`src/rtl/lcdc_pkg.sv`:
```
// lcdc_pkg: register map, field layout, reset values and drive constants
// assumes a 32-bit apb master; register indices are word numbers (byte x4)
package lcdc_pkg;

  // register indices; byte address is four times the index
  localparam logic [29:0] IDX_DISPLAY_MODE_CONTROL = 30'h000050a0;
  localparam logic [29:0] IDX_CONTRAST_ADJUST      = 30'h000050a1;
  localparam logic [29:0] IDX_DUTY_CLOCK_CONTROL   = 30'h000050a2;
  localparam logic [29:0] IDX_VOLTAGE_REGULATOR    = 30'h000050a3;
  localparam logic [29:0] IDX_BOOSTER_POWER        = 30'h000050a4;
  localparam logic [29:0] IDX_FRAME_IRQ_MASK       = 30'h000050a5;
  localparam logic [29:0] IDX_FRAME_IRQ_FLAG       = 30'h000050a6;

  // field positions
  localparam int NEG_DISP_BIT   = 4;
  localparam int MODE_LSB       = 0;
  localparam int CONTRAST_LSB   = 0;
  localparam int DUTY_LSB       = 0;
  localparam int HEAVY_LOAD_BIT = 4;
  localparam int REG_SRC_BIT    = 1;
  localparam int BOOSTER_BIT    = 0;
  localparam int IRQ_EN_BIT     = 0;
  localparam int IRQ_FLAG_BIT   = 0;

  // reset values
  localparam logic       NEG_DISP_RST   = 1'b1;
  localparam logic [1:0] MODE_RST       = 2'h0;
  localparam logic [3:0] CONTRAST_RST   = 4'h0;
  localparam logic [1:0] DUTY_RST       = 2'h2;

  typedef enum logic [1:0] {
    LCDC_MODE_OFF     = 2'b00,
    LCDC_MODE_NORMAL  = 2'b01,
    LCDC_MODE_ALL_ON  = 2'b10,
    LCDC_MODE_ALL_OFF = 2'b11
  } lcdc_mode_t;

  localparam logic [1:0] DUTY_16 = 2'h1;
  localparam logic [1:0] DUTY_32 = 2'h2;

  // panel geometry
  localparam int NUM_COM    = 32;
  localparam int NUM_SEG    = 72;
  localparam int SEG_AT_32  = 56;
  localparam logic [4:0] LAST_COM_16 = 5'h0f;
  localparam logic [4:0] LAST_COM_32 = 5'h1f;

  // one common line period in clock cycles (plain default)
  localparam int LINE_CYCLES = 64;

endpackage : lcdc_pkg

```
`src/rtl/lcdc_frame_gen.sv`:
```
// lcdc_frame_gen: common scan counter and frame signal
// assumes run_i and duty inputs come from registers on the same clock
`timescale 1ns/10ps
module lcdc_frame_gen
  import lcdc_pkg::*;
#(
  parameter int LINE_LEN = LINE_CYCLES
) (
  input  wire logic       clk_i,      // system clock
  input  wire logic       rst_n_i,    // async reset, active low
  input  wire logic       run_i,      // scan enabled
  input  wire logic       duty16_i,   // 1/16 duty selected
  output logic [4:0]      com_idx_o,  // current common line
  output logic            frame_o     // frame signal, high on line 0
);

  logic [15:0] line_cnt_q;
  logic [4:0]  com_q;
  logic        frame_q;
  logic        line_end;
  logic [4:0]  last_com;

  assign line_end = (line_cnt_q == 16'(LINE_LEN - 1));
  assign last_com = duty16_i ? LAST_COM_16 : LAST_COM_32;

  always_ff @(posedge clk_i or negedge rst_n_i) begin
    if (!rst_n_i) begin
      line_cnt_q <= 16'h0000;
    end else if (!run_i || line_end) begin
      line_cnt_q <= 16'h0000;
    end else begin
      line_cnt_q <= line_cnt_q + 16'h0001;
    end
  end

  // a change to 1/16 duty past line 15 wraps at the next line end
  always_ff @(posedge clk_i or negedge rst_n_i) begin
    if (!rst_n_i) begin
      com_q <= 5'h00;
    end else if (!run_i) begin
      com_q <= 5'h00;
    end else if (line_end) begin
      com_q <= (com_q >= last_com) ? 5'h00 : com_q + 5'h01;
    end
  end

  always_ff @(posedge clk_i or negedge rst_n_i) begin
    if (!rst_n_i) begin
      frame_q <= 1'b0;
    end else begin
      frame_q <= run_i && (com_q == 5'h00);
    end
  end

  assign com_idx_o = com_q;
  assign frame_o   = frame_q;

endmodule // lcdc_frame_gen

```
`src/rtl/lcdc_drive.sv`:
```
// lcdc_drive: common and segment drive from mode, inversion and row data
// assumes row_i is the display memory row for com_idx_i, read only
`timescale 1ns/10ps
module lcdc_drive
  import lcdc_pkg::*;
(
  input  wire logic               clk_i,      // system clock
  input  wire logic               rst_n_i,    // async reset, active low
  input  wire logic [1:0]         mode_i,     // display mode
  input  wire logic               neg_i,      // negative_display bit
  input  wire logic               duty16_i,   // 1/16 duty selected
  input  wire logic [4:0]         com_idx_i,  // scanned common
  input  wire logic [NUM_SEG-1:0] row_i,      // memory row for that common
  output logic [NUM_COM-1:0]      com_o,      // common select, one-hot or zero
  output logic                    static_o,   // commons in static waveform
  output logic [NUM_SEG-1:0]      seg_o       // segment on levels
);

  logic [NUM_SEG-1:0] seg_mask;
  logic [NUM_SEG-1:0] pix;
  logic [NUM_COM-1:0] com_sel;

  assign seg_mask = duty16_i ? {NUM_SEG{1'b1}}
                             : {{(NUM_SEG-SEG_AT_32){1'b0}}, {SEG_AT_32{1'b1}}};
  // inversion on the drive path only, memory is never written
  assign pix     = neg_i ? row_i : ~row_i;
  assign com_sel = NUM_COM'(1) << com_idx_i;

  always_ff @(posedge clk_i or negedge rst_n_i) begin
    if (!rst_n_i) begin
      com_o    <= '0;
      static_o <= 1'b0;
      seg_o    <= '0;
    end else begin
      unique case (lcdc_mode_t'(mode_i))
        LCDC_MODE_OFF: begin
          com_o    <= '0;
          static_o <= 1'b0;
          seg_o    <= '0;
        end
        LCDC_MODE_NORMAL: begin
          com_o    <= com_sel;
          static_o <= 1'b0;
          seg_o    <= pix & seg_mask;
        end
        LCDC_MODE_ALL_ON: begin  // dynamic commons, forced on
          com_o    <= com_sel;
          static_o <= 1'b0;
          seg_o    <= seg_mask;
        end
        LCDC_MODE_ALL_OFF: begin  // static commons, forced off
          com_o    <= '0;
          static_o <= 1'b1;
          seg_o    <= '0;
        end
      endcase
    end
  end

endmodule // lcdc_drive

```
`src/rtl/lcdc_regs.sv`:
```
// lcdc_regs: apb register bank and panel drive of the dot-matrix lcd driver
// assumes a 32-bit apb master on CLOCK_I; row data read from display memory
`timescale 1ns/10ps
module lcdc_regs
  import lcdc_pkg::*;
#(
  parameter int LINE_LEN = LINE_CYCLES
) (
  input  wire logic               CLOCK_I,      // 200 MHz system clock
  input  wire logic               RESETN_I,     // async reset, active low
  input  wire logic               PSEL_I,       // apb select
  input  wire logic               PENABLE_I,    // apb access phase
  input  wire logic               PWRITE_I,     // apb write
  input  wire logic [31:0]        PADDR_I,      // apb byte address
  input  wire logic [31:0]        PWDATA_I,     // apb write data
  output logic [31:0]             PRDATA_O,     // apb read data
  output logic                    PREADY_O,     // apb ready
  output logic                    PSLVERR_O,    // apb error, unmapped
  input  wire logic [NUM_SEG-1:0] ROW_DATA_I,   // memory row for COM_IDX_O
  output logic [4:0]              COM_IDX_O,    // common being scanned
  output logic [NUM_COM-1:0]      COM_O,        // common drive select
  output logic                    COM_STATIC_O, // commons static waveform
  output logic [NUM_SEG-1:0]      SEG_O,        // segment drive
  output logic                    BIAS_EN_O,    // regulator bias supply on
  output logic [3:0]              CONTRAST_O,   // bias voltage scale
  output logic                    DUTY16_O,     // 1/16 duty in use
  output logic                    HEAVY_LOAD_O, // heavy-load protection
  output logic                    REG_SRC_O,    // 1 boosted rail, 0 main
  output logic                    BOOSTER_ON_O, // supply booster on
  output logic                    FRAME_O,      // internal frame signal
  output logic                    IRQ_O         // to interrupt controller
);

  logic       neg_q;
  logic [1:0] mode_q;
  logic [3:0] contrast_q;
  logic [1:0] duty_q;
  logic       heavy_q;
  logic       src_q;
  logic       boost_q;
  logic       irq_en_q;
  logic       flag_q;
  logic       flag_d;
  logic       frame_prev_q;
  logic       frame;
  logic       frame_rise;
  logic       wr;
  logic       rd;
  logic [29:0] idx;
  logic [7:0] rdata;
  logic       hit;
  logic [31:0] prdata_q;
  logic       duty16;

  assign idx = PADDR_I[31:2];
  assign wr  = PSEL_I && PENABLE_I && PWRITE_I;
  assign rd  = PSEL_I && PENABLE_I && !PWRITE_I;

  function automatic logic is_reg(input logic [29:0] a, input logic [29:0] r);
    return a == r;
  endfunction

  assign hit = (idx >= IDX_DISPLAY_MODE_CONTROL)
            && (idx <= IDX_FRAME_IRQ_FLAG);

  // zero wait states; unmapped words answer with an error
  assign PREADY_O  = 1'b1;
  assign PSLVERR_O = PSEL_I && PENABLE_I && !hit;

  // display control: only the mode and inversion bits hold state
  always_ff @(posedge CLOCK_I or negedge RESETN_I) begin
    if (!RESETN_I) begin
      neg_q  <= NEG_DISP_RST;
      mode_q <= MODE_RST;
    end else if (wr && is_reg(idx, IDX_DISPLAY_MODE_CONTROL)) begin
      neg_q  <= PWDATA_I[NEG_DISP_BIT];
      mode_q <= PWDATA_I[MODE_LSB+:2];
    end
  end

  always_ff @(posedge CLOCK_I or negedge RESETN_I) begin
    if (!RESETN_I) begin
      contrast_q <= CONTRAST_RST;
    end else if (wr && is_reg(idx, IDX_CONTRAST_ADJUST)) begin
      contrast_q <= PWDATA_I[CONTRAST_LSB+:4];
    end
  end

  // reserved duty codes are stored as written and drive as 1/32
  always_ff @(posedge CLOCK_I or negedge RESETN_I) begin
    if (!RESETN_I) begin
      duty_q <= DUTY_RST;
    end else if (wr && is_reg(idx, IDX_DUTY_CLOCK_CONTROL)) begin
      duty_q <= PWDATA_I[DUTY_LSB+:2];
    end
  end

  always_ff @(posedge CLOCK_I or negedge RESETN_I) begin
    if (!RESETN_I) begin
      heavy_q <= 1'b0;
    end else if (wr && is_reg(idx, IDX_VOLTAGE_REGULATOR)) begin
      heavy_q <= PWDATA_I[HEAVY_LOAD_BIT];
    end
  end

  always_ff @(posedge CLOCK_I or negedge RESETN_I) begin
    if (!RESETN_I) begin
      src_q   <= 1'b0;
      boost_q <= 1'b0;
    end else if (wr && is_reg(idx, IDX_BOOSTER_POWER)) begin
      src_q   <= PWDATA_I[REG_SRC_BIT];
      boost_q <= PWDATA_I[BOOSTER_BIT];
    end
  end

  always_ff @(posedge CLOCK_I or negedge RESETN_I) begin
    if (!RESETN_I) begin
      irq_en_q <= 1'b0;
    end else if (wr && is_reg(idx, IDX_FRAME_IRQ_MASK)) begin
      irq_en_q <= PWDATA_I[IRQ_EN_BIT];
    end
  end

  // a frame edge in the clearing cycle is kept: set beats clear
  assign frame_rise = frame && !frame_prev_q;
  always_comb begin
    flag_d = flag_q;
    if (wr && is_reg(idx, IDX_FRAME_IRQ_FLAG) && PWDATA_I[IRQ_FLAG_BIT]) begin
      flag_d = 1'b0;
    end
    if (frame_rise) begin
      flag_d = 1'b1;
    end
  end

  always_ff @(posedge CLOCK_I or negedge RESETN_I) begin
    if (!RESETN_I) begin
      flag_q       <= 1'b0;
      frame_prev_q <= 1'b0;
    end else begin
      flag_q       <= flag_d;
      frame_prev_q <= frame;
    end
  end

  // read mux; reserved positions are zero
  always_comb begin
    rdata = 8'h00;
    unique case (idx)
      IDX_DISPLAY_MODE_CONTROL: begin
        rdata[NEG_DISP_BIT]  = neg_q;
        rdata[MODE_LSB+:2]   = mode_q;
      end
      IDX_CONTRAST_ADJUST:    rdata[CONTRAST_LSB+:4] = contrast_q;
      IDX_DUTY_CLOCK_CONTROL: rdata[DUTY_LSB+:2] = duty_q;
      IDX_VOLTAGE_REGULATOR:  rdata[HEAVY_LOAD_BIT] = heavy_q;
      IDX_BOOSTER_POWER: begin
        rdata[REG_SRC_BIT] = src_q;
        rdata[BOOSTER_BIT] = boost_q;
      end
      IDX_FRAME_IRQ_MASK:     rdata[IRQ_EN_BIT] = irq_en_q;
      IDX_FRAME_IRQ_FLAG:     rdata[IRQ_FLAG_BIT] = flag_q;
      default:                rdata = 8'h00;
    endcase
  end

  // read data held in a flop, loaded in the setup cycle of a read
  always_ff @(posedge CLOCK_I or negedge RESETN_I) begin
    if (!RESETN_I) begin
      prdata_q <= 32'h00000000;
    end else if (PSEL_I && !PENABLE_I && !PWRITE_I) begin
      prdata_q <= {24'h000000, rdata};
    end
  end
  assign PRDATA_O = prdata_q;

  assign duty16 = (duty_q == DUTY_16);

  lcdc_frame_gen #(
    .LINE_LEN (LINE_LEN)
  ) u_frame (
    .clk_i     (CLOCK_I),
    .rst_n_i   (RESETN_I),
    .run_i     (mode_q != LCDC_MODE_OFF),
    .duty16_i  (duty16),
    .com_idx_o (COM_IDX_O),
    .frame_o   (frame)
  );

  lcdc_drive u_drive (
    .clk_i     (CLOCK_I),
    .rst_n_i   (RESETN_I),
    .mode_i    (mode_q),
    .neg_i     (neg_q),
    .duty16_i  (duty16),
    .com_idx_i (COM_IDX_O),
    .row_i     (ROW_DATA_I),
    .com_o     (COM_O),
    .static_o  (COM_STATIC_O),
    .seg_o     (SEG_O)
  );

  // display off cuts the regulator supply, bias pins fall to ground
  assign BIAS_EN_O    = (mode_q != LCDC_MODE_OFF);
  assign CONTRAST_O   = contrast_q;
  assign DUTY16_O     = duty16;
  assign HEAVY_LOAD_O = heavy_q;
  assign REG_SRC_O    = src_q;
  assign BOOSTER_ON_O = boost_q;
  assign FRAME_O      = frame;
  assign IRQ_O        = flag_q && irq_en_q;

endmodule // lcdc_regs

```
`config.mk`:
```
export PLATFORM = sky130hd
export DESIGN_NAME = lcdc_regs
export DESIGN_NICKNAME = d
export VERILOG_FILES = /design/src/rtl/lcdc_pkg.sv /design/src/rtl/lcdc_frame_gen.sv /design/src/rtl/lcdc_drive.sv /design/src/rtl/lcdc_regs.sv
export SDC_FILE = /design/constraint.sdc
export NUM_CORES = 1
export LEC_CHECK = 0
export BUFFER_PORTS_ARGS = -buffer_cell sky130_fd_sc_hd__buf_2
export CAP_MARGIN = 20
export CORE_MARGIN = 2
export CORE_UTILIZATION = 40
export CTS_CLUSTER_DIAMETER = 200
export CTS_CLUSTER_SIZE = 40
export DETAILED_ROUTE_END_ITERATION = 8
export GPL_TIMING_DRIVEN = 0
export PLACE_DENSITY = 0.77
export SLEW_MARGIN = 20
export SYNTH_ARGS = -nofsm -noshare
export SYNTH_HDL_FRONTEND = slang
export SYNTH_HIERARCHICAL = 1
export SYNTH_SLANG_ARGS = --single-unit
```
`constraint.sdc`:
```
create_clock -name CLOCK_I -period 1.8 [get_ports CLOCK_I]
set_input_delay 0.18 -clock CLOCK_I [delete_from_list [all_inputs] [get_ports CLOCK_I]]
set_output_delay 0.18 -clock CLOCK_I [all_outputs]
set_load 0.01 [all_outputs]
```
==> impl_metrics.yaml <==
outcome:
  status: "finished with violations"
  violations: "negative setup slack"
floorplanning:
  core_area_um2: 17100
  fp.dieArea_um2: 18400
  die_h_um: 136
  initial_core_util_pct: 40.4
  die_x_um: 136
  pin_count: 296
  rows: 48
final_layout:
  final_common_cell: "buf_2"
  area_growth_pct: 36.5
  nets: 1032
  nFillCells: 1514
  drive_above_1_share_pct: 43.4
  final_cell_mix: "buf_2, dfrtp_1, xor2_1"
timing:
  fmax_mhz: 523
  holdWs_ns: 0.0413
  setup_ws_ns: -0.113
  skew_ns: 0.00916
  slew_viol_final: 0
  tightest_slew_ns: 0.540
  fin_crit_sh_pct: 106
  fin_tns_setup_ns: -1.33
  slew_headroom_pct: 64.0
  post-route-min-period_ns: 1.91
  rsz0062_at_grt: "yes"
  finalHoldViolCount: 0
  setup_viol: 20
routing:
  wl_um: 17400
  wl_per_cell_um: 15.5
  drtAntennaViolNets: 0
  via_count: 5255
  drt_iter0_drc: 203
  dr.pass1.iters: 4
  drcViolationCount: 0
  detail_route.vias_per_cell: 4.68
logic_synthesis:
  synth-seq-area-share_pct: 53.2
  yosys_register_bits: 147
  synth_ff_type: "dfrtp_1"
  synthAdderAreaFrac_pct: 1.27
  synth_top_area_share_pct: 52.5
  synth-compound-area-share_pct: 4.12
  synth_mux_area_share_pct: 10.7
  async_reset_ff_share_pct: 100
  synth_xor_area_share_pct: 10.9
  synth_top_area_cell: "dfrtp_1"
  synth.avg_cell_area_um2: 11.9
  synthSimpleGateAreaFrac_pct: 13.6
  synth_edf_count: 0
  yosys_warnings: 6
  postSynthCellCount: 583
  yosysUniqueCellTypes: 57
  synth_top_family_by_area: "simple AND/OR/NAND/NOR gates"
  yosys-top-cells-area: "dfrtp_1, xor2_1, mux2i_1"
  synth_area_um2: 6920
clock_tree:
  root_buffer: "clkbuf_16"
  insertion_delay_ns: 0.42
  cts_buffers: 17
  clk_pin_slew_ns: 0.07
  tritoncts: "yes"
  clock-sinks: 147
  clock_path_buffers: 2
  htreeDepth: 4
worst_setup_path:
  cp-end-kind: "flop"
  cp_data_arrival_time_ns: 2.22
  start_kind: "flop"
  crit_fanout: 5
  path_class: "flop to flop"
  required_ns: 2.10
grt:
  grt_usage_pct: 18.6
  grt_pass1_vias: 5132
  grt_antenna_before_repair: 1
  grt-ovfl-total: 0
  grt_pass1_wl_um: 26400
  grt_max_degree: 80
power:
  ir_drop_mv: 0.632
  p_leak_nw: 5.09
  power_density_nw_per_um2: 776
job:
  drv_cap: 0
placed_design:
  routabilityCongestion: 0.791
  dp_hpwl_um: 12600
  port_buffers: 236
worst_hold_path:
  worst_hold_path_type: "primary input to flop"
-- Yosys cell counts (2+ instances only) --
cell type,number
dfstp_2,2
nor3b_1,3
mux2i_1,59
nand3b_1,2
ha_1,7
a31oi_1,3
inv_1,11
nand2b_1,4
nand3_1,7
nand2_1,25
clkbuf_1,11
a21o_1,2
mux2_1,13
nand4_1,7
nand4bb_1,3
nor2b_1,6
nor4_1,4
conb_1,2
or2_2,2
nor2_1,53
a21oi_1,3
o31ai_1,2
nor3_1,9
o21ai_0,20
buf_2,7
nor4b_2,2
nand4b_1,2
buf_4,36
nand2_2,4
or4b_4,3
a32oi_1,2
a22o_1,3
xor2_1,75
buf_1,2
xnor2_1,11
nor2_2,2
and2_1,3
dfrtp_1,145
or4_4,3
nor4_4,5
o22ai_1,2
-- stage by stage --
step                      cell area, um^2  power (mW)  utilization, %  setup WS [ns]  instances
after floorplan                      7020        3.52               -         -0.190        609
after global placement               8480        3.74            49.5          -1.51       1070
after detailed placement             8520        3.76            49.8         -0.430       1071
after CTS                            9340        7.41            54.6         -0.153       1117
after global routing                 9450        7.60            55.2         -0.172       1123
final                                9450        7.33            55.2         -0.113       1123
-- power breakdown --
part           switching [mW]  leakage (nW)  internal [mW]
Sequential       0.0000000153          2.04           3.30
Combinational           0.215          2.75          0.188
Clock                    1.44         0.298           2.18
-- state kept, by name, indices dropped and copies added (netlist names), 2 cells and up --
signal / count
u_frame/com_idx_o: 5
PRDATA_O: 5
CONTRAST_O: 4
u_drive/com_o: 32
duty_q: 2
u_frame/line_cnt_q: 16
u_drive/seg_o: 72
mode_q: 2
-- repair_timing --
item                                    4_1_cts  5_1_grt
hold buffers                                  4        0
endpoints found under the setup margin       21       67
gates cloned                                  1        0
buffers inserted                             10        7
gates resized for setup                      15       36
hold endpoints to repair                     72        0
pin swaps                                    15       11
-- critical path, cell delays in order (launching register included) --
cell and delay [ns]:
dfrtp_2 0.44, or4_4 0.53, nor4_4 0.35, nand2b_4 0.22
buf_6 0.11, buf_12 0.10, nor2_2 0.03
-- routing by layer --
| layer | share of wire [%] | global-route usage, % | wire length [um] |
|---|---|---|---|
| met5 | 0 | 0 | 0 |
| met4 | 1.5 | 6.31 | 260 |
| met3 | 6.3 | 4.75 | 1100 |
| met2 | 50 | 31.1 | 8670 |
| met1 | 42 | 23.6 | 7330 |
-- final cells by class --
cell class | instances | area [um^2] | area share, %
diodes | 1 | 2.50 | 0.0265
plain buffers | 56 | 365 | 3.87
clock buffers | 20 | 467 | 4.94
clock inverters | 12 | 143 | 1.51
inverters | 11 | 41.3 | 0.437
multi-input cells | 393 | 3030 | 32.1
flip-flops and latches | 147 | 3680 | 39.0
well taps | 225 | 282 | 2.98
repair buffers | 258 | 1430 | 15.1
-- cells by family (layout without fill, tap and decap cells) --
group                    Yosys count  count (layout)
AND/OR/NAND/NOR                  155             155
multiplexers                      72              72
XOR/XNOR                          86              86
buffers and inverters             69             357
other                              2              29
adder cells (fa/ha/maj)            7               7
flip-flops                       147             147
AO/OA/AOI/OAI                     45              45
-- path summary, 6_finish.rpt --
path	start	end	slack, ns	cells after the start
min in group asynchronous	RESETN_I	u_drive/seg_o[19]	0.31	2
min reg2reg	u_frame/frame_o	frame_prev_q	0.49	0
min	PWDATA_I[1]	duty_q[1]	0.04	2
max reg2reg	u_frame/line_cnt_q[6]	u_frame/line_cnt_q[15]	-0.11	6
max	u_frame/line_cnt_q[6]	u_frame/line_cnt_q[15]	-0.11	6
max in group asynchronous	RESETN_I	neg_q	0.66	3
No activity file was read; power rests on OpenSTA's default activity.
